**src/rtl/rmt_pkg.sv**
```systemverilog
package rmt_pkg;

  localparam int RMT_ADDR_W = 12;
  localparam int RMT_DATA_W = 32;
  localparam int RMT_TIMER_W = 16;
  localparam int RMT_OVF_W = 20;

  // Register indices; byte address is four times the index
  localparam logic [7:0] RMT_IDX_CMP = 8'h94;
  localparam logic [7:0] RMT_IDX_OFL = 8'hA1;
  localparam logic [7:0] RMT_IDX_OFM = 8'hA2;
  localparam logic [7:0] RMT_IDX_OFH = 8'hA3;
  localparam logic [7:0] RMT_IDX_PERL = 8'hA4;
  localparam logic [7:0] RMT_IDX_PERH = 8'hA5;
  localparam logic [7:0] RMT_IDX_TLOW = 8'hA6;
  localparam logic [7:0] RMT_IDX_THIGH = 8'hA7;
  localparam logic [7:0] RMT_IDX_CFG = 8'hB0;
  localparam logic [7:0] RMT_IDX_IRQST = 8'hB1;
  localparam logic [7:0] RMT_IDX_IRQMSK = 8'hB2;

  localparam int RMT_CFG_RUN_BIT = 0;
  localparam int RMT_CFG_SEL_BIT = 3;
  localparam int RMT_IRQ_CMP_BIT = 0;
  localparam int RMT_IRQ_PER_BIT = 1;

  localparam logic [7:0] RMT_CMP_RST = 8'h00;
  localparam logic [7:0] RMT_PERH_RST = 8'hFF;
  localparam logic [7:0] RMT_PERL_RST = 8'hFF;
  localparam logic [7:0] RMT_BYTE_RST = 8'h00;

  typedef enum logic {RMT_IDLE, RMT_RUN} rmt_run_t;

  typedef struct packed {
    logic psel;
    logic penable;
    logic pwrite;
    logic [RMT_ADDR_W-1:0] paddr;
    logic [RMT_DATA_W-1:0] pwdata;
  } rmt_apb_req_t;

  typedef struct packed {
    logic [RMT_DATA_W-1:0] prdata;
    logic pready;
    logic pslverr;
  } rmt_apb_rsp_t;

endpackage

```
**src/rtl/rmt_timer.sv**
```systemverilog
// Functional notes
// - Reading timer-low returns the live timer bits 7:0.
// - While running, timer-low writes wait pending until timer-high is written.
// - Idle: timer-low write loads the timer's low byte directly.
// - Compare event when selected timer byte equals compare; resets 0x00.
// - Overflow count adds one when the timer reaches or passes period.
// - Middle/high overflow reads give values latched at the last low read.
// - Overflow count write forces all 20 bits, idle or running.
// - Load coinciding with an increment stores written value plus one.
// - Low/middle overflow bytes apply only when the high byte is written.
// - Period-high write sets period bits 15:8; resets to 0xFF.
// - Period-high read returns captured timer bits 15:8.
// - Compare source select: 0 picks timer upper byte, 1 the lower.
// - Timer is idle or running; run status reads 1 while running, including a delta halt.
// - Timer-high read returns upper byte latched at the last timer-low read.
`timescale 1ns/1ps
module rmt_timer #(
  parameter int OVF_W = rmt_pkg::RMT_OVF_W
) (
  input wire logic clock_in,
  input wire logic arst_n_in,
  input wire rmt_pkg::rmt_apb_req_t apb_in,
  input wire logic capture_in,
  output rmt_pkg::rmt_apb_rsp_t apb_out,
  output logic irq_out
);
  import rmt_pkg::*;

  typedef struct packed {
    rmt_run_t run;
    logic run_req;
    logic sel;
    logic [RMT_TIMER_W-1:0] timer;
    logic [RMT_TIMER_W-1:0] halt;
    logic [7:0] tlow_pend;
    logic [7:0] thigh_latch;
    logic [7:0] cmp;
    logic [RMT_TIMER_W-1:0] period;
    logic [RMT_TIMER_W-1:0] cap;
    logic [7:0] ofl_pend;
    logic [7:0] ofm_pend;
    logic [1:0] irq_st;
    logic [1:0] irq_msk;
    logic irq;
    logic pready;
    logic pslverr;
    logic [RMT_DATA_W-1:0] prdata;
  } rmt_state_t;

  localparam rmt_state_t RMT_STATE_RST = '{
    run: RMT_IDLE,
    run_req: 1'b0,
    sel: 1'b0,
    timer: '0,
    halt: '0,
    tlow_pend: RMT_BYTE_RST,
    thigh_latch: RMT_BYTE_RST,
    cmp: RMT_CMP_RST,
    period: {RMT_PERH_RST, RMT_PERL_RST},
    cap: '0,
    ofl_pend: RMT_BYTE_RST,
    ofm_pend: RMT_BYTE_RST,
    irq_st: '0,
    irq_msk: '0,
    irq: 1'b0,
    pready: 1'b0,
    pslverr: 1'b0,
    prdata: '0
  };

  rmt_state_t s_q;
  rmt_state_t s_d;

  logic [7:0] idx;
  logic mapped;
  logic acc;
  logic rd;
  logic wr;
  logic [7:0] wdata;
  logic [7:0] rbyte;
  logic advance;
  logic per_ev;
  logic cmp_ev;
  logic ovf_load;
  logic [OVF_W-1:0] ovf_load_val;
  logic ovf_snap;
  logic [OVF_W-1:0] ovf_count;
  logic [OVF_W-1:0] ovf_snapv;

  if (OVF_W < 17 || OVF_W > 24)
  begin : g_chk
    $error("rmt_timer: OVF_W must lie in 17..24");
  end

  function automatic logic [7:0] sel_byte(input logic [15:0] t,
                                           input logic lo);
    return lo ? t[7:0] : t[15:8];
  endfunction

  function automatic logic reg_mapped(input logic [7:0] i);
    case (i)
      RMT_IDX_CMP, RMT_IDX_OFL, RMT_IDX_OFM, RMT_IDX_OFH,
      RMT_IDX_PERL, RMT_IDX_PERH, RMT_IDX_TLOW, RMT_IDX_THIGH,
      RMT_IDX_CFG, RMT_IDX_IRQST, RMT_IDX_IRQMSK: return 1'b1;
      default: return 1'b0;
    endcase
  endfunction

  rmt_ovf_count #(
    .OVF_W(OVF_W)
  ) u_ovf (
    .clock_in(clock_in),
    .arst_n_in(arst_n_in),
    .inc_in(per_ev),
    .load_in(ovf_load),
    .load_val_in(ovf_load_val),
    .snap_in(ovf_snap),
    .count_out(ovf_count),
    .snap_out(ovf_snapv)
  );

  always_comb
  begin
    s_d = s_q;
    idx = apb_in.paddr[9:2];
    mapped = reg_mapped(idx) && apb_in.paddr[1:0] == 2'b00
      && apb_in.paddr[RMT_ADDR_W-1:10] == '0;
    acc = apb_in.psel && apb_in.penable;
    // Reads act when pready rises so data and latches agree
    rd = acc && !s_q.pready && !apb_in.pwrite && mapped;
    wr = acc && s_q.pready && apb_in.pwrite && mapped;
    wdata = apb_in.pwdata[7:0];
    rbyte = 8'h00;
    advance = 1'b0;
    per_ev = 1'b0;
    cmp_ev = 1'b0;
    ovf_load = 1'b0;
    ovf_load_val = '0;
    ovf_snap = 1'b0;

    // Timer stepping; one clock per count
    s_d.run = s_q.run_req ? RMT_RUN : RMT_IDLE;
    if (s_q.run == RMT_RUN)
    begin
      if (s_q.halt != '0)
      begin
        s_d.halt = s_q.halt - 16'h0001;
      end
      else if (s_q.timer >= s_q.period)
      begin
        s_d.timer = '0;
        per_ev = 1'b1;
        advance = 1'b1;
      end
      else
      begin
        s_d.timer = s_q.timer + 16'h0001;
        advance = 1'b1;
      end
    end
    else
    begin
      s_d.halt = '0;
    end
    cmp_ev = advance && sel_byte(s_d.timer, s_q.sel) == s_q.cmp;

    if (capture_in)
    begin
      s_d.cap = s_q.timer;
    end

    // Register writes, taken at the completing edge
    if (wr)
    begin
      case (idx)
        RMT_IDX_CMP: s_d.cmp = wdata;
        RMT_IDX_OFL: s_d.ofl_pend = wdata;
        RMT_IDX_OFM: s_d.ofm_pend = wdata;
        RMT_IDX_OFH:
        begin
          ovf_load = 1'b1;
          ovf_load_val = OVF_W'({wdata, s_q.ofm_pend, s_q.ofl_pend});
        end
        RMT_IDX_PERL: s_d.period[7:0] = wdata;
        RMT_IDX_PERH: s_d.period[15:8] = wdata;
        RMT_IDX_TLOW:
        begin
          s_d.tlow_pend = wdata;
          if (s_q.run == RMT_IDLE)
          begin
            s_d.timer[7:0] = wdata;
          end
        end
        RMT_IDX_THIGH:
        begin
          if (s_q.run == RMT_RUN)
          begin
            s_d.halt = {wdata, s_q.tlow_pend};
          end
          else
          begin
            s_d.timer[15:8] = wdata;
          end
        end
        RMT_IDX_CFG:
        begin
          s_d.run_req = wdata[RMT_CFG_RUN_BIT];
          s_d.sel = wdata[RMT_CFG_SEL_BIT];
        end
        RMT_IDX_IRQMSK: s_d.irq_msk = wdata[1:0];
        default: s_d.cmp = s_q.cmp;
      endcase
    end

    // Read data, registered with pready
    case (idx)
      RMT_IDX_CMP: rbyte = s_q.cmp;
      RMT_IDX_OFL: rbyte = ovf_count[7:0];
      RMT_IDX_OFM: rbyte = ovf_snapv[15:8];
      RMT_IDX_OFH: rbyte = 8'(ovf_snapv >> 16);
      RMT_IDX_PERL: rbyte = s_q.cap[7:0];
      RMT_IDX_PERH: rbyte = s_q.cap[15:8];
      RMT_IDX_TLOW: rbyte = s_q.timer[7:0];
      RMT_IDX_THIGH: rbyte = s_q.thigh_latch;
      RMT_IDX_CFG:
        rbyte = {4'h0, s_q.sel, 2'b00, s_q.run == RMT_RUN};
      RMT_IDX_IRQST: rbyte = {6'h00, s_q.irq_st};
      RMT_IDX_IRQMSK: rbyte = {6'h00, s_q.irq_msk};
      default: rbyte = 8'h00;
    endcase
    if (rd && idx == RMT_IDX_TLOW)
    begin
      s_d.thigh_latch = s_q.timer[15:8];
    end
    ovf_snap = rd && idx == RMT_IDX_OFL;

    // Sticky events; an event in the clearing read still lands
    if (rd && idx == RMT_IDX_IRQST)
    begin
      s_d.irq_st = '0;
    end
    s_d.irq_st[RMT_IRQ_CMP_BIT] = s_d.irq_st[RMT_IRQ_CMP_BIT] | cmp_ev;
    s_d.irq_st[RMT_IRQ_PER_BIT] = s_d.irq_st[RMT_IRQ_PER_BIT] | per_ev;
    s_d.irq = |(s_d.irq_st & s_d.irq_msk);

    // Access answered on its second cycle
    s_d.pready = acc && !s_q.pready;
    s_d.pslverr = acc && !s_q.pready && !mapped;
    if (acc && !s_q.pready)
    begin
      s_d.prdata = (mapped && !apb_in.pwrite) ? {24'h000000, rbyte} : '0;
    end
  end

  always_ff @(posedge clock_in or negedge arst_n_in)
  begin
    if (!arst_n_in)
    begin
      s_q <= RMT_STATE_RST;
    end
    else
    begin
      s_q <= s_d;
    end
  end

  assign apb_out.prdata = s_q.prdata;
  assign apb_out.pready = s_q.pready;
  assign apb_out.pslverr = s_q.pslverr;
  assign irq_out = s_q.irq;
endmodule

```
**src/rtl/rmt_ovf_count.sv**
```systemverilog
`timescale 1ns/1ps
module rmt_ovf_count #(
  parameter int OVF_W = rmt_pkg::RMT_OVF_W
) (
  input wire logic clock_in,
  input wire logic arst_n_in,
  input wire logic inc_in,
  input wire logic load_in,
  input wire logic [OVF_W-1:0] load_val_in,
  input wire logic snap_in,
  output logic [OVF_W-1:0] count_out,
  output logic [OVF_W-1:0] snap_out
);
  import rmt_pkg::*;

  typedef struct packed {
    logic [OVF_W-1:0] count;
    logic [OVF_W-1:0] snap;
  } rmt_ovf_state_t;

  rmt_ovf_state_t s_q;
  rmt_ovf_state_t s_d;

  if (OVF_W < 17 || OVF_W > 24)
  begin : g_chk
    $error("rmt_ovf_count: OVF_W must lie in 17..24");
  end

  always_comb
  begin
    s_d = s_q;
    // A load that meets an increment keeps the increment
    if (load_in)
    begin
      s_d.count = load_val_in + OVF_W'(inc_in);
    end
    else if (inc_in)
    begin
      s_d.count = s_q.count + OVF_W'(1);
    end
    if (snap_in)
    begin
      s_d.snap = s_q.count;
    end
  end

  always_ff @(posedge clock_in or negedge arst_n_in)
  begin
    if (!arst_n_in)
    begin
      s_q <= '0;
    end
    else
    begin
      s_q <= s_d;
    end
  end

  assign count_out = s_q.count;
  assign snap_out = s_q.snap;

endmodule

```
**config.mk**
```make
export PLATFORM = sky130hd
export DESIGN_NAME = rmt_timer
export DESIGN_NICKNAME = d
export VERILOG_FILES = /design/src/rtl/rmt_pkg.sv /design/src/rtl/rmt_timer.sv /design/src/rtl/rmt_ovf_count.sv
export SDC_FILE = /design/constraint.sdc
export NUM_CORES = 1
export LEC_CHECK = 0
export ABC_AREA = 1
export BUFFER_PORTS_ARGS = -buffer_cell sky130_fd_sc_hd__clkbuf_2
export CORE_UTILIZATION = 27
export CTS_CLUSTER_SIZE = 24
export DETAILED_ROUTE_END_ITERATION = 12
export GPL_TIMING_DRIVEN = 1
export PLACE_DENSITY_LB_ADDON = 0.3
export SLEW_MARGIN = 20
export SYNTH_ARGS = -nofsm -noshare
export SYNTH_HDL_FRONTEND = slang
export SYNTH_SLANG_ARGS = --single-unit
```
**constraint.sdc**
```tcl
create_clock -name clock_in -period 4.7 [get_ports clock_in]
set_input_delay 0.705 -clock clock_in [delete_from_list [all_inputs] [get_ports clock_in]]
set_output_delay 0.705 -clock clock_in [all_outputs]
set_load 0.05 [all_outputs]
```
=== Word level (Yosys, flattened, before mapping) ===
Index checks and enable logic that the tools add are counted.

* Flip-flop bits (word level): 186
* Input bits: 50
* Output and inout port bits: 35
* Logic and storage cells: 104

* Add/subtract/negate cells: 4
* $lt $le $gt $ge: 1
* Eq/ne operators: 12
* Muxes and demuxes: 32
* Bitwise operators: 3
* Reductions and logical operators: 31

{| class="wikitable"
|+ Operator list
! operator !! count
|-
| $mux W16 || 7
|-
| $eq A8 B8 Y1 const B || 11
|-
| $pmux W8 S11 || 1
|-
| $mux W20 || 4
|-
| $mux W8 || 7
|-
| $mux W40 || 1
|-
| $add A20 B1 Y20 || 1
|-
| $add A20 B1 Y20 const B || 1
|-
| $add A16 B1 Y16 const B || 1
|-
| $ge A16 B16 Y1 || 1
|-
| $reduce_bool A16 Y1 || 1
|-
| $sub A16 B1 Y16 const B || 1
|-
| $logic_and A1 B1 Y1 || 15
|-
| $reduce_and A2 Y1 || 7
|-
| $reduce_or A11 Y1 || 1
|-
| $mux W1 || 9
|-
| $eq A8 B8 Y1 || 1
|-
| $mux W2 || 3
|-
| $logic_not A2 Y1 || 2
|-
| $logic_not A1 Y1 || 3
|-
| $and A2 B2 Y2 || 1
|-
| $or A1 B1 Y1 || 2
|-
| $reduce_bool A2 Y1 || 1
|-
| $reduce_or A2 Y1 || 1
|}

=== Logic depth before layout (Yosys ltp) ===
Gate-level depths: netlist of run 1.

* Word-level depth: 11
* Mapped depth: 23
* Depth with buffers taken out: 22

=== By module ===
A second synthesis of run 1 with hierarchy kept.

* Cells, all modules: 1316
* Area, all modules: 9756.9 sq um

{| class="wikitable"
|+ Modules (own cells, without submodules)
! module !! instances !! cells an instance !! area each (sq um) !! seq. area each (sq um)
|-
| rmt_timer || 1 || 953 || 7154.4 || 3072.9
|-
| rmt_ovf_count || 1 || 363 || 2602.5 || 1001.0
|}

=== Worst setup path after synthesis of run 1 ===
Ideal clock, no wire load.

* Kind: input-to-reg
* Start point: in apb_in[40] in the netlist's numbering
* End point: reg u_ovf.s_q, in the netlist u_ovf.count_out[10]
* Setup time: 0.117 ns
* Data arrival time: 3.243 ns
* Data required time: 4.583 ns
* Path slack: 1.340 ns
* Cell stages on the path: 21
* Path buffers: 2
* Cells stage by stage: inv_1 nand2_2 nor2_8 nand2_1 inv_2 nor2_1 nand3_2 and3_1 nand2_1 buf_4 buf_2 nor2_1 ha_1 ha_1 nand4_1 nor2_2 nand3_1 nand2_1 nand3_1 o21ai_1 inv_1

* Cells in the longest elaborated chain, start to end: 9
* Elaborated cells on any way between the ends: 23
* Those cells by class: 1 x add/sub; 11 x eq/ne; 6 x mux; 5 x reduce/logical

{| class="wikitable"
|+ Ends and longest elaborated chain
! what !! line !! RTL
|-
| from (decl) || rmt_timer.sv:22 || <nowiki>input wire rmt_pkg::rmt_apb_req_t apb_in,</nowiki>
|-
| $eq A8 B8 Y1, on equally long branches || rmt_timer.sv:101, rmt_timer.sv:175 ||
|-
| $reduce_or A11 Y1 || rmt_timer.sv:101 || <nowiki>case (i)</nowiki>
|-
| $mux W1 || rmt_timer.sv:101 ||
|-
| $logic_and A1 B1 Y1 || rmt_timer.sv:126 || <nowiki>mapped = reg_mapped(idx) && apb_in.paddr[1:0] == 2'b00</nowiki>
|-
| $logic_and A1 B1 Y1 || rmt_timer.sv:127 || <nowiki>&& apb_in.paddr[RMT_ADDR_W-1:10] == '0;</nowiki>
|-
| $logic_and A1 B1 Y1 || rmt_timer.sv:131 || <nowiki>wr = acc && s_q.pready && apb_in.pwrite && mapped;</nowiki>
|-
| $mux W20 || rmt_timer.sv:173 || <nowiki>if (wr)</nowiki>
|-
| $add A20 B1 Y20 || rmt_ovf_count.sv:35 || <nowiki>s_d.count = load_val_in + OVF_W'(inc_in);</nowiki>
|-
| $mux W20 || rmt_ovf_count.sv:33 || <nowiki>if (load_in)</nowiki>
|-
| to (signal assigned) || rmt_ovf_count.sv:51 || <nowiki>s_q <= '0;</nowiki>
|-
| to (signal assigned) || rmt_ovf_count.sv:55 || <nowiki>s_q <= s_d;</nowiki>
|-
| to (decl) || rmt_ovf_count.sv:21 || <nowiki>rmt_ovf_state_t s_q;</nowiki>
|}

Parallel ways exist; a longest one is shown, timed or not.
A chain may end at the register's enable or synchronous reset.

=== Final worst setup path of run 1 ===
* Start point: in apb_in[37] in the netlist's numbering
* End point: reg u_ovf.s_q, in the netlist u_ovf.count_out[8]

The elaborated chain is that of the path after synthesis.

==> results of run 1 <==
## worst register-to-register path: cells and delay by family (launching register included)
kind | cells | cell delay, ns
adder cells (fa/ha/maj) | 3 | 1.01
AO/OA/AOI/OAI | 1 | 0.11
XOR/XNOR | 1 | 0.11
AND/OR/NAND/NOR | 10 | 1.34
buffers and inverters | 4 | 0.27
flip-flops | 1 | 0.51
## cells by family after synthesis
kind of cell | count (synthesis) | synth area share
compound gates | 220 | 0.130
xor+xnor | 35 | 0.0321
fa+ha+maj | 21 | 0.0275
buf+inv | 255 | 0.118
flops | 154 | 0.406
mux | 6 | 0.00708
other cells | 1 | 0.000393
simple gates | 601 | 0.278
## per-layer routing
metal	global-route usage	wire, µm	up-vias
met5	0	0	-
met3	0.0262	1320	26
met2	0.267	13500	231
met4	0.0413	430	0
met1	0.225	13200	3959
li1	-	-	4191
## registers in the layout (all words and copies together), names as in the netlist
name             flops
apb_out             10
irq_out              1
u_ovf.snap_out      12
u_ovf.count_out     20
s_q                111
## Yosys cell counts (all sizes together) (2+ instances only)
library cell	n
o22ai	18
buf	63
xor2	31
nor2	140
o21ai	132
inv	174
o21a	8
nor3	17
a21oi	26
clkbuf	18
mux2	6
nand4	43
nand2	308
xnor2	4
nand3	85
a31o	2
o211ai	9
a31oi	6
o31ai	2
o221ai	4
dfrtp	138
ha	21
o2111ai	2
o21bai	2
nor4	6
dfstp	16
a221oi	4
## path summary, 6_finish.rpt
kind                                       from                        endpoint  slack [ns]
min in group clock_in      s_q[144]$_DFFE_PN0P_              s_q[145]$_DFF_PN0_        0.39
max reg2reg                 s_q[82]$_DFFE_PN1P_  u_ovf.count_out[8]$_DFFE_PN0P_        1.23
max                                  apb_in[37]  u_ovf.count_out[8]$_DFFE_PN0P_        1.22
min                                   arst_n_in             s_q[43]$_DFFE_PN0P_        0.29
max in group asynchronous             arst_n_in             s_q[66]$_DFFE_PN0P_        3.27
min reg2reg                s_q[144]$_DFFE_PN0P_              s_q[145]$_DFF_PN0_        0.39
## layout make-up
class,instances,area (µm²),area share
Clock buffer,20,478,0.0449
Clock inverter,12,136,0.0128
Inverter,174,653,0.0614
Multi-Input combinational cell,907,4630,0.435
Sequential cell,154,3870,0.364
Tap cell,455,569,0.0535
Timing Repair Buffer,52,307,0.0288
## power by group
group          leakage [nW]  internal (W)  switching, W
sequential             1.71       0.00133    0.00000399
clock                 0.282      0.000845      0.000600
combinational          3.26     0.0000196      0.000127
total                  5.26       0.00220      0.000732
## per-stage QoR
stage,worst slack [ns],cell area [µm²],hold slack (ns),std cells
global placement,0.863,10000,0.358,1742
finish,1.22,10600,0.294,1774
floorplan,1.34,9630,0.354,1316
CTS,1.21,10600,0.337,1774
detailed placement,0.802,10000,0.380,1742
global route,0.820,10600,0.358,1774
## layout by cell type (no fill, tap or decap), types with 17 or more instances in the layout
master | synthesis | routed
clkbuf_16 | 0 | 18
conb_1 | 1 | 24
a21oi_1 | 26 | 26
o21ai_1 | 17 | 17
inv_1 | 169 | 169
nand4_1 | 42 | 42
nand3_1 | 83 | 83
o22ai_1 | 18 | 18
ha_1 | 21 | 21
xor2_1 | 31 | 31
nor2_1 | 123 | 123
nand2_1 | 299 | 299
o21ai_0 | 115 | 115
clkbuf_2 | 0 | 35
dfrtp_1 | 138 | 138
==> impl_metrics.toml, run 1 <==
[outcome]
status = "complete, no violations"

[route]
final_antenna_net_count = 0
firstDrtPassIters = 6
dr.first_iter.drc_count = 664
vias = 8407
drc = 0
routed_via_density = 4.74
finalWirelength_mm = 28.4
routedWlPerCell_um = 16.0

[setup_path]
critPathCaptureType = "flip-flop"
rr_worst_depth = 19
crit_buf_inv = 3
path_max_fanout = 17
slowest_delay_ns = 0.39
critPathArrivalTime_ns = 3.81
required_ns = 5.03
cpMaxStageDelayCell = "ha_1"
start_kind = "input port"
cp_common_cell = "nand2_1"
path_cells = "clkbuf_2, inv_2, nand2_1, nor2_1, nand2_1, nand2_1, nor2_1, nand3_2, and3_1, nand2_1, nor2_1, ha_1, ha_1, nand2_1, nor2_2, xnor2_1, nand2_1, nand2_1, a21oi_1, inv_1"
crit_cells = 20
worstSetupPathType = "input port to flip-flop"
crit_family = "simple AND/OR/NAND/NOR gates"

[die]
dieHeight_um = 190
core_area_mm2 = 0.0346
num_rows = 68
io_pins = 85
initial_core_util = 0.276
chipWidth_um = 190
die_area_mm2 = 0.0361

[grt]
grt_pass1_vias = 8023
grt_use_total = 0.164
grt_pass1_wl_mm = 45.5
overflow = 0
grt_max_degree = 77
antenna_found_initial = 0

[final_layout]
fillers = 3713
diodes = 0
layout.nets = 1377
final_core_util = 0.307
area_delta_synth_final_pct = 11.5
layout-drive-gt1-share = 0.113

[timing]
hold_violations = 0
period_minus_slack_ns = 3.48
slew_viol_final = 0
worstMarginPinSlew_ns = 0.772
finClkSkew_ns = 0.00983
post-route-period-util = 0.741
fmax_ghz = 0.287
relSlewSlack = 0.485
rsz0062_at_grt = "false"
setup_viol = 0
final.setup.tns_ns = 0

[cts]
cts_root_buf = "clkbuf_16"
cts_hold_buf = 0
numCtsBuffers = 17
cts_buffer_depth = 2
cts_setup_buffers = 0
cts_resized = 0
clk_pin_slew_ns = 0.06
clock_latency_ns = 0.44
h-tree-depth = 4
clock_sinks = 154
cts_tree = "built"

[placement]
port-buffer-count = 36
dp_hpwl_mm = 20.8
finalWeightedCongestion = 0.884

[synth]
synthFlopType = "dfrtp_1"
syn_area_mm2 = 0.00955
ys_types = 50
synth-seq-area-share = 0.406
synth_cells = 1293
ys_top_cells_by_area = "dfrtp_1, nand2_1, inv_1, o21ai_0, nor2_1"
yosysTopAreaCell = "dfrtp_1"
syn_avg_cell_area_um2 = 7.38
synth_edf_count = 0
ys.warnings.count = 0
synth_top_area_frac = 0.362
synthArstFlopShare = 1.00
ys_ff_latch = 154

[power]
report.power.total_w = 0.00293
ir_drop_mv = 0.208
p_per_area_mw_per_mm2 = 275
leakage_nw = 5.26

[run]
max-cap-violations = 0

[hold_path]
hold_class = "input port to async pin"
Note: power is estimated with default switching activity, not from simulation.
==> inputs of run 2 (changes only) <==
- ABC_AREA: 1 -> 0
- clock period: 4.7 -> 3 ns (I/O delays scaled with it)
==> run 2 against run 1 <==
The run now ends with hold timing left. Worst setup slack got worse by 1.2 ns. Power increased by 53%. Global-route usage decreased by 0.27 points. Critical path depth decreased by 11. Clock power increased by 50%. Flip-flop and latch count unchanged. Count of clock-buffer cells in the layout decreased by 1. Critical endpoint is now irq_out$_DFF_PN0_. Largest cell class unchanged. Largest power group unchanged.
==> impl_metrics.toml, run 2 <==
[die]
die_area_mm2 = 0.0339
chipWidth_um = 184
initial_core_util = 0.275
core_area_mm2 = 0.0326
dieHeight_um = 184
io_pins = 85
num_rows = 66

[final_layout]
layout.nets = 1122
layout_commonest_cell = "dfrtp_1"
fillers = 3339
top_register = "s_q"
diodes = 0
final_core_util = 0.346
area_delta_synth_final_pct = 26.1
final_cell_mix = "dfrtp_1, buf_4, nand2_1, mux2_2, o21ai_0"
layout-drive-gt1-share = 0.330
fin_cells = 1506
largest_register_ffs = 111

[synth]
yosys-top-cells-count = "dfrtp_1, nand2_1, mux2_2"
synthArstFlopShare = 1.00
synth-seq-area-share = 0.432
syn_avg_cell_area_um2 = 9.71
ys_ff_latch = 154
ys_types = 70
synth_cells = 923
ys.warnings.count = 0
yosysMostFrequentCell = "dfrtp_1"
synth_top_area_frac = 0.385
syn_area_mm2 = 0.00896
yosysTopAreaCell = "dfrtp_1"
ys_top_cells_by_area = "dfrtp_1, mux2_2, nand2_1, dfstp_2, xnor2_1"
synth_edf_count = 0
synthFlopType = "dfrtp_1"

[placement]
finalWeightedCongestion = 0.863
dp_hpwl_mm = 19.1
port-buffer-count = 36
dp.cells = 1467

[grt]
antenna_found_initial = 0
grt_pass1_vias = 7333
overflow = 0
grt_use_total = 0.161
grt_pass1_wl_mm = 41.8
grt_max_degree = 66

[run]
max-cap-violations = 0

[setup_path]
critPathCaptureType = "flip-flop"
cpMaxStageDelayCell = "or4_4"
worstSetupPathType = "flip-flop to flip-flop"
required_ns = 3.33
path_cells = "or4_4, or3_4, or4_1, a21oi_1, a21o_1, nor4bb_4, a221oi_2, o31ai_1, buf_4"
start_kind = "flip-flop"
slowest_delay_ns = 0.59
critPathArrivalTime_ns = 3.32
path_max_fanout = 6

[hold_path]
hold_class = "input port to async pin"

[route]
route.met3.wl_mm = 1.31
vias = 7538
routed_via_density = 5.01
dr.first_iter.drc_count = 714
met2_length_mm = 11.7
finalWirelength_mm = 26.6
m1WireLength_mm = 13.1
highest_layer = "met4"
drc = 0
routedWlPerCell_um = 17.7
firstDrtPassIters = 6
final_antenna_net_count = 0

[power]
leakage_nw = 5.06
report.power.total_w = 0.00449
p_per_area_mw_per_mm2 = 397
ir_drop_mv = 0.390

[cts]
cts_hold_buf = 0
clock_latency_ns = 0.44
clk_pin_slew_ns = 0.07
h-tree-depth = 4
cts_tree = "built"
cts_buffer_depth = 2
clock_sinks = 154
numCtsBuffers = 17
cts_root_buf = "clkbuf_16"

[timing]
period_minus_slack_ns = 2.99
worstMarginPinSlew_ns = 0.660
relSlewSlack = 0.560
rsz0062_at_grt = "true"
slew_viol_final = 0
whs_ns = -0.00451
post-route-period-util = 0.997
setup_viol = 0
fmax_ghz = 0.334
final.setup.tns_ns = 0
finClkSkew_ns = 0.0128
hold_violations = 8

[outcome]
status = "finished with violations"
violations = "hold timing"
==> run 2: area by class of cell <==
type                    instances  area (µm²)  share of cell area
clock buffers                  19         453              0.0401
inverters                      30         118              0.0104
repair buffers                163        1150               0.102
multi-input cells             685        5020               0.444
flip-flops and latches        154        3870               0.343
clock inverters                13         133              0.0117
well taps                     442         553              0.0489
==> run 2: worst paths after layout <==
kind | from | to | slack [ns] | cells past startpoint
max | s_q[120]$_DFF_PN0_ | irq_out$_DFF_PN0_ | 0.008 | 9
min | arst_n_in | s_q[123]$_DFF_PN0_ | -0.005 | 1
max reg2reg | s_q[120]$_DFF_PN0_ | irq_out$_DFF_PN0_ | 0.008 | 9
min reg2reg | s_q[144]$_DFFE_PN0P_ | s_q[145]$_DFF_PN0_ | 0.39 | 0
max in group asynchronous | arst_n_in | s_q[71]$_DFFE_PN1P_ | 2.04 | 2
min in group clock_in | s_q[144]$_DFFE_PN0P_ | s_q[145]$_DFF_PN0_ | 0.39 | 0
==> run 2: kinds of logic (layout without fill, tap and decap cells) <==
logic type      after synthesis  in the layout  share of synthesized area
simple gates                328            328                      0.190
compound gates              179            179                      0.135
flops                       154            154                      0.432
buf+inv                     107            225                     0.0599
mux                          81             81                      0.102
xor+xnor                     52             52                     0.0508
fa+ha+maj                    21             21                     0.0293
other cells                   1             24                   0.000419
==> run 2: repair_timing <==
item / 4_1_cts / 5_1_grt
setup endpoints to repair: 13 / 14
pin swaps: 17 / 17
resized for setup: 25 / 36
setup buffers: 4 / 3
==> run 2: critical path, delay by kind of cell, from the launching register on <==
kind | cells | cell delay [ns]
flops | 1 | 0.37
buf+inv | 1 | 0.15
simple gates | 4 | 1.54
compound gates | 4 | 0.81
==> run 2: power breakdown <==
group,leakage [nW],switching (W),internal [W]
clock network,0.276,0.000963,0.00121
registers,1.84,0.00000116,0.00208
logic,2.94,0.000191,0.0000445
total,5.06,0.00115,0.00333
==> run 2: stage by stage <==
stage | setup slack [ns] | instance area (µm²)
floorplan | -0.389 | 9130
global placement | -0.383 | 10300
detailed placement | -0.425 | 10300
CTS | -0.0247 | 11100
global route | -0.191 | 11300
finish | 0.00775 | 11300
==> run 2: layer usage <==
layer | GRT usage | vias to the layer above
met5 | 0 | -
met2 | 0.247 | 237
li1 | - | 3550
met3 | 0.0287 | 39
met4 | 0.0470 | 0
met1 | 0.231 | 3712
==> inputs of run 3 (changes only) <==
- HOLD_SLACK_MARGIN: unset -> 0.1
- clock period: 3 -> 3.4 ns (I/O delays scaled with it)
==> run 3 against run 2 <==
The flow now finishes without violations. Count of clock-buffer cells in the layout rose by 1. Utilization fell by 2.1 points. Maximum frequency fell by 7.4%. Combinational power fell by 16%. Worst setup slack improved by 0.16 ns. First-iteration DRC count fell by 1.4%. Non-clock buffer count fell by 58. Register-to-register slack improved by 0.16 ns. Largest cell class unchanged. Clock power fell by 12%. Critical path type unchanged. Clock skew fell by 0.0047 ns.
==> impl_metrics.toml, run 3 (same netlist as run 2, synthesis figures left out) <==
[placement]
postPlaceCellArea_mm2 = 0.00996
finalWeightedCongestion = 0.895
dp.cells = 1416
port-buffer-count = 36
dp_hpwl_mm = 18.5

[cts]
cts_buffer_depth = 2
numCtsBuffers = 17
h-tree-depth = 4
clock_latency_ns = 0.43
cts_hold_buf = 0
cts_tree = "built"
clk_pin_slew_ns = 0.07
cts_setup_buffers = 0
cts_root_buf = "clkbuf_16"
clock_sinks = 154

[power]
pwr-share-comb = 0.050
ir_drop_mv = 0.338
leakage_nw = 4.72
p_per_area_mw_per_mm2 = 372
intPower_w = 0.00298
clkPwrFrac = 0.485
p_sw_w = 0.000968
report.power.total_w = 0.00395
swShare = 0.245
p_seq_frac = 0.465

[final_layout]
final-seq-area_mm2 = 0.00387
largest_register_ffs = 111
layout_commonest_cell = "dfrtp_1"
fillers = 3387
area_delta_synth_final_pct = 18.3
layout-drive-gt1-share = 0.252
diodes = 0
final_cell_mix = "dfrtp_1, nand2_1, mux2_2, buf_4, o21ai_0"
fin_cells = 1448
top_register = "s_q"
design_area_mm2 = 0.0106
layout.nets = 1064
multiInputGateArea_mm2 = 0.00475

[die]
num_rows = 66
core_area_mm2 = 0.0326
dieHeight_um = 184
die_area_mm2 = 0.0339
initial_core_util = 0.275
chipWidth_um = 184
io_pins = 85

[timing]
hold_violations = 0
fmax_ghz = 0.309
post-route-period-util = 0.951
slew_viol_final = 0
setup_viol = 0
final.setup.tns_ns = 0
relSlewSlack = 0.518
rsz0062_at_grt = "false"
worstMarginPinSlew_ns = 0.723
finClkSkew_ns = 0.00815
whs_ns = 0.107
period_minus_slack_ns = 3.23

[route]
vias = 7215
final_antenna_net_count = 0
routedWlPerCell_um = 17.4
firstDrtPassIters = 7
routed_via_density = 4.98
dr.first_iter.drc_count = 704
drc = 0
finalWirelength_mm = 25.2

[grt]
grt_max_degree = 77
overflow = 0
grt_use_total = 0.154
grt_pass1_vias = 6805
grt_pass1_wl_mm = 39.5
antenna_found_initial = 0

[run]
max-cap-violations = 0

[setup_path]
regToRegStartpoint = "s_q[118]$_DFF_PN0_"
critPathCaptureType = "flip-flop"
worstSetupPathType = "flip-flop to flip-flop"
rr_worst_depth = 9
start_kind = "flip-flop"
regToRegSetupSlack_ns = 0.17
reg2reg_to = "irq_out$_DFF_PN0_"
critPathArrivalTime_ns = 3.60
path_max_fanout = 6
required_ns = 3.77

[outcome]
status = "complete, no violations"

[hold_path]
hold_class = "input port to async pin"
[run 3: changes by cell type in the layout (fill, tap and decap cells not counted), sizes merged]
cell	change
buf	-58
inv	-4
clkinv	+2
bufinv	+1
clkbuf	+1
[run 3: power by group through the flow]
stage,registers (W),logic (W),clock network (W)
2_1_floorplan,0.00187,0.000134,0
5_1_grt,0.00184,0.000216,0.00204
3_5_place_dp,0.00187,0.000201,0
3_3_place_gp,0.00187,0.000202,0
6_report,0.00184,0.000198,0.00191
4_1_cts,0.00184,0.000202,0.00196
[run 3: per-stage QoR]
stage | util | setup slack, ns
2_1_floorplan | - | -0.0495
3_5_place_dp | 0.305 | -0.138
5_1_grt | 0.325 | 0.00541
6_report | 0.325 | 0.168
4_1_cts | 0.323 | 0.0750
3_3_place_gp | 0.305 | -0.0940
[run 3: worst max path at each step]
stage                              startpoint                              end  depth (start not counted)
after floorplan                    apb_in[40]  u_ovf.count_out[19]$_DFFE_PN0P_                         13
after global placement             apb_in[40]  u_ovf.count_out[19]$_DFFE_PN0P_                         13
after detailed placement           apb_in[40]  u_ovf.count_out[19]$_DFFE_PN0P_                         13
after CTS                 s_q[78]$_DFFE_PN1P_  u_ovf.count_out[19]$_DFFE_PN0P_                         16
after global routing      s_q[78]$_DFFE_PN1P_  u_ovf.count_out[19]$_DFFE_PN0P_                         16
final                      s_q[118]$_DFF_PN0_                irq_out$_DFF_PN0_                          9
[run 3: critical path, cell delays in order, from the launching register on]
cell and delay (ns):
dfrtp_1 0.44, or4_4 0.59, or3_1 0.54, nor4_4 0.27, nor3_1 0.11, or4_1 0.54
a22oi_2 0.15, nand4_1 0.11, o31ai_1 0.24, buf_4 0.17
[run 3: layout make-up]
type,instances,area share
well taps,442,0.0522
flip-flops and latches,154,0.365
repair buffers,105,0.0676
inverters,30,0.0107
clock buffers,20,0.0421
multi-input cells,685,0.448
clock inverters,12,0.0133
[run 3: layer usage]
metal / wire, µm / up-vias / track usage / share of wire
met5: 0 / - / 0 / 0
met4: 336 / 0 / 0.0360 / 0.013
met3: 1380 / 29 / 0.0275 / 0.055
met2: 11100 / 219 / 0.237 / 0.44
met1: 12300 / 3539 / 0.222 / 0.49
li1: - / 3428 / - / -
[run 3: repair_timing]
action	4_1_cts	5_1_grt
gates cloned	0	0
resized for setup	1	13
pin swaps	0	2
setup endpoints to repair	1	12
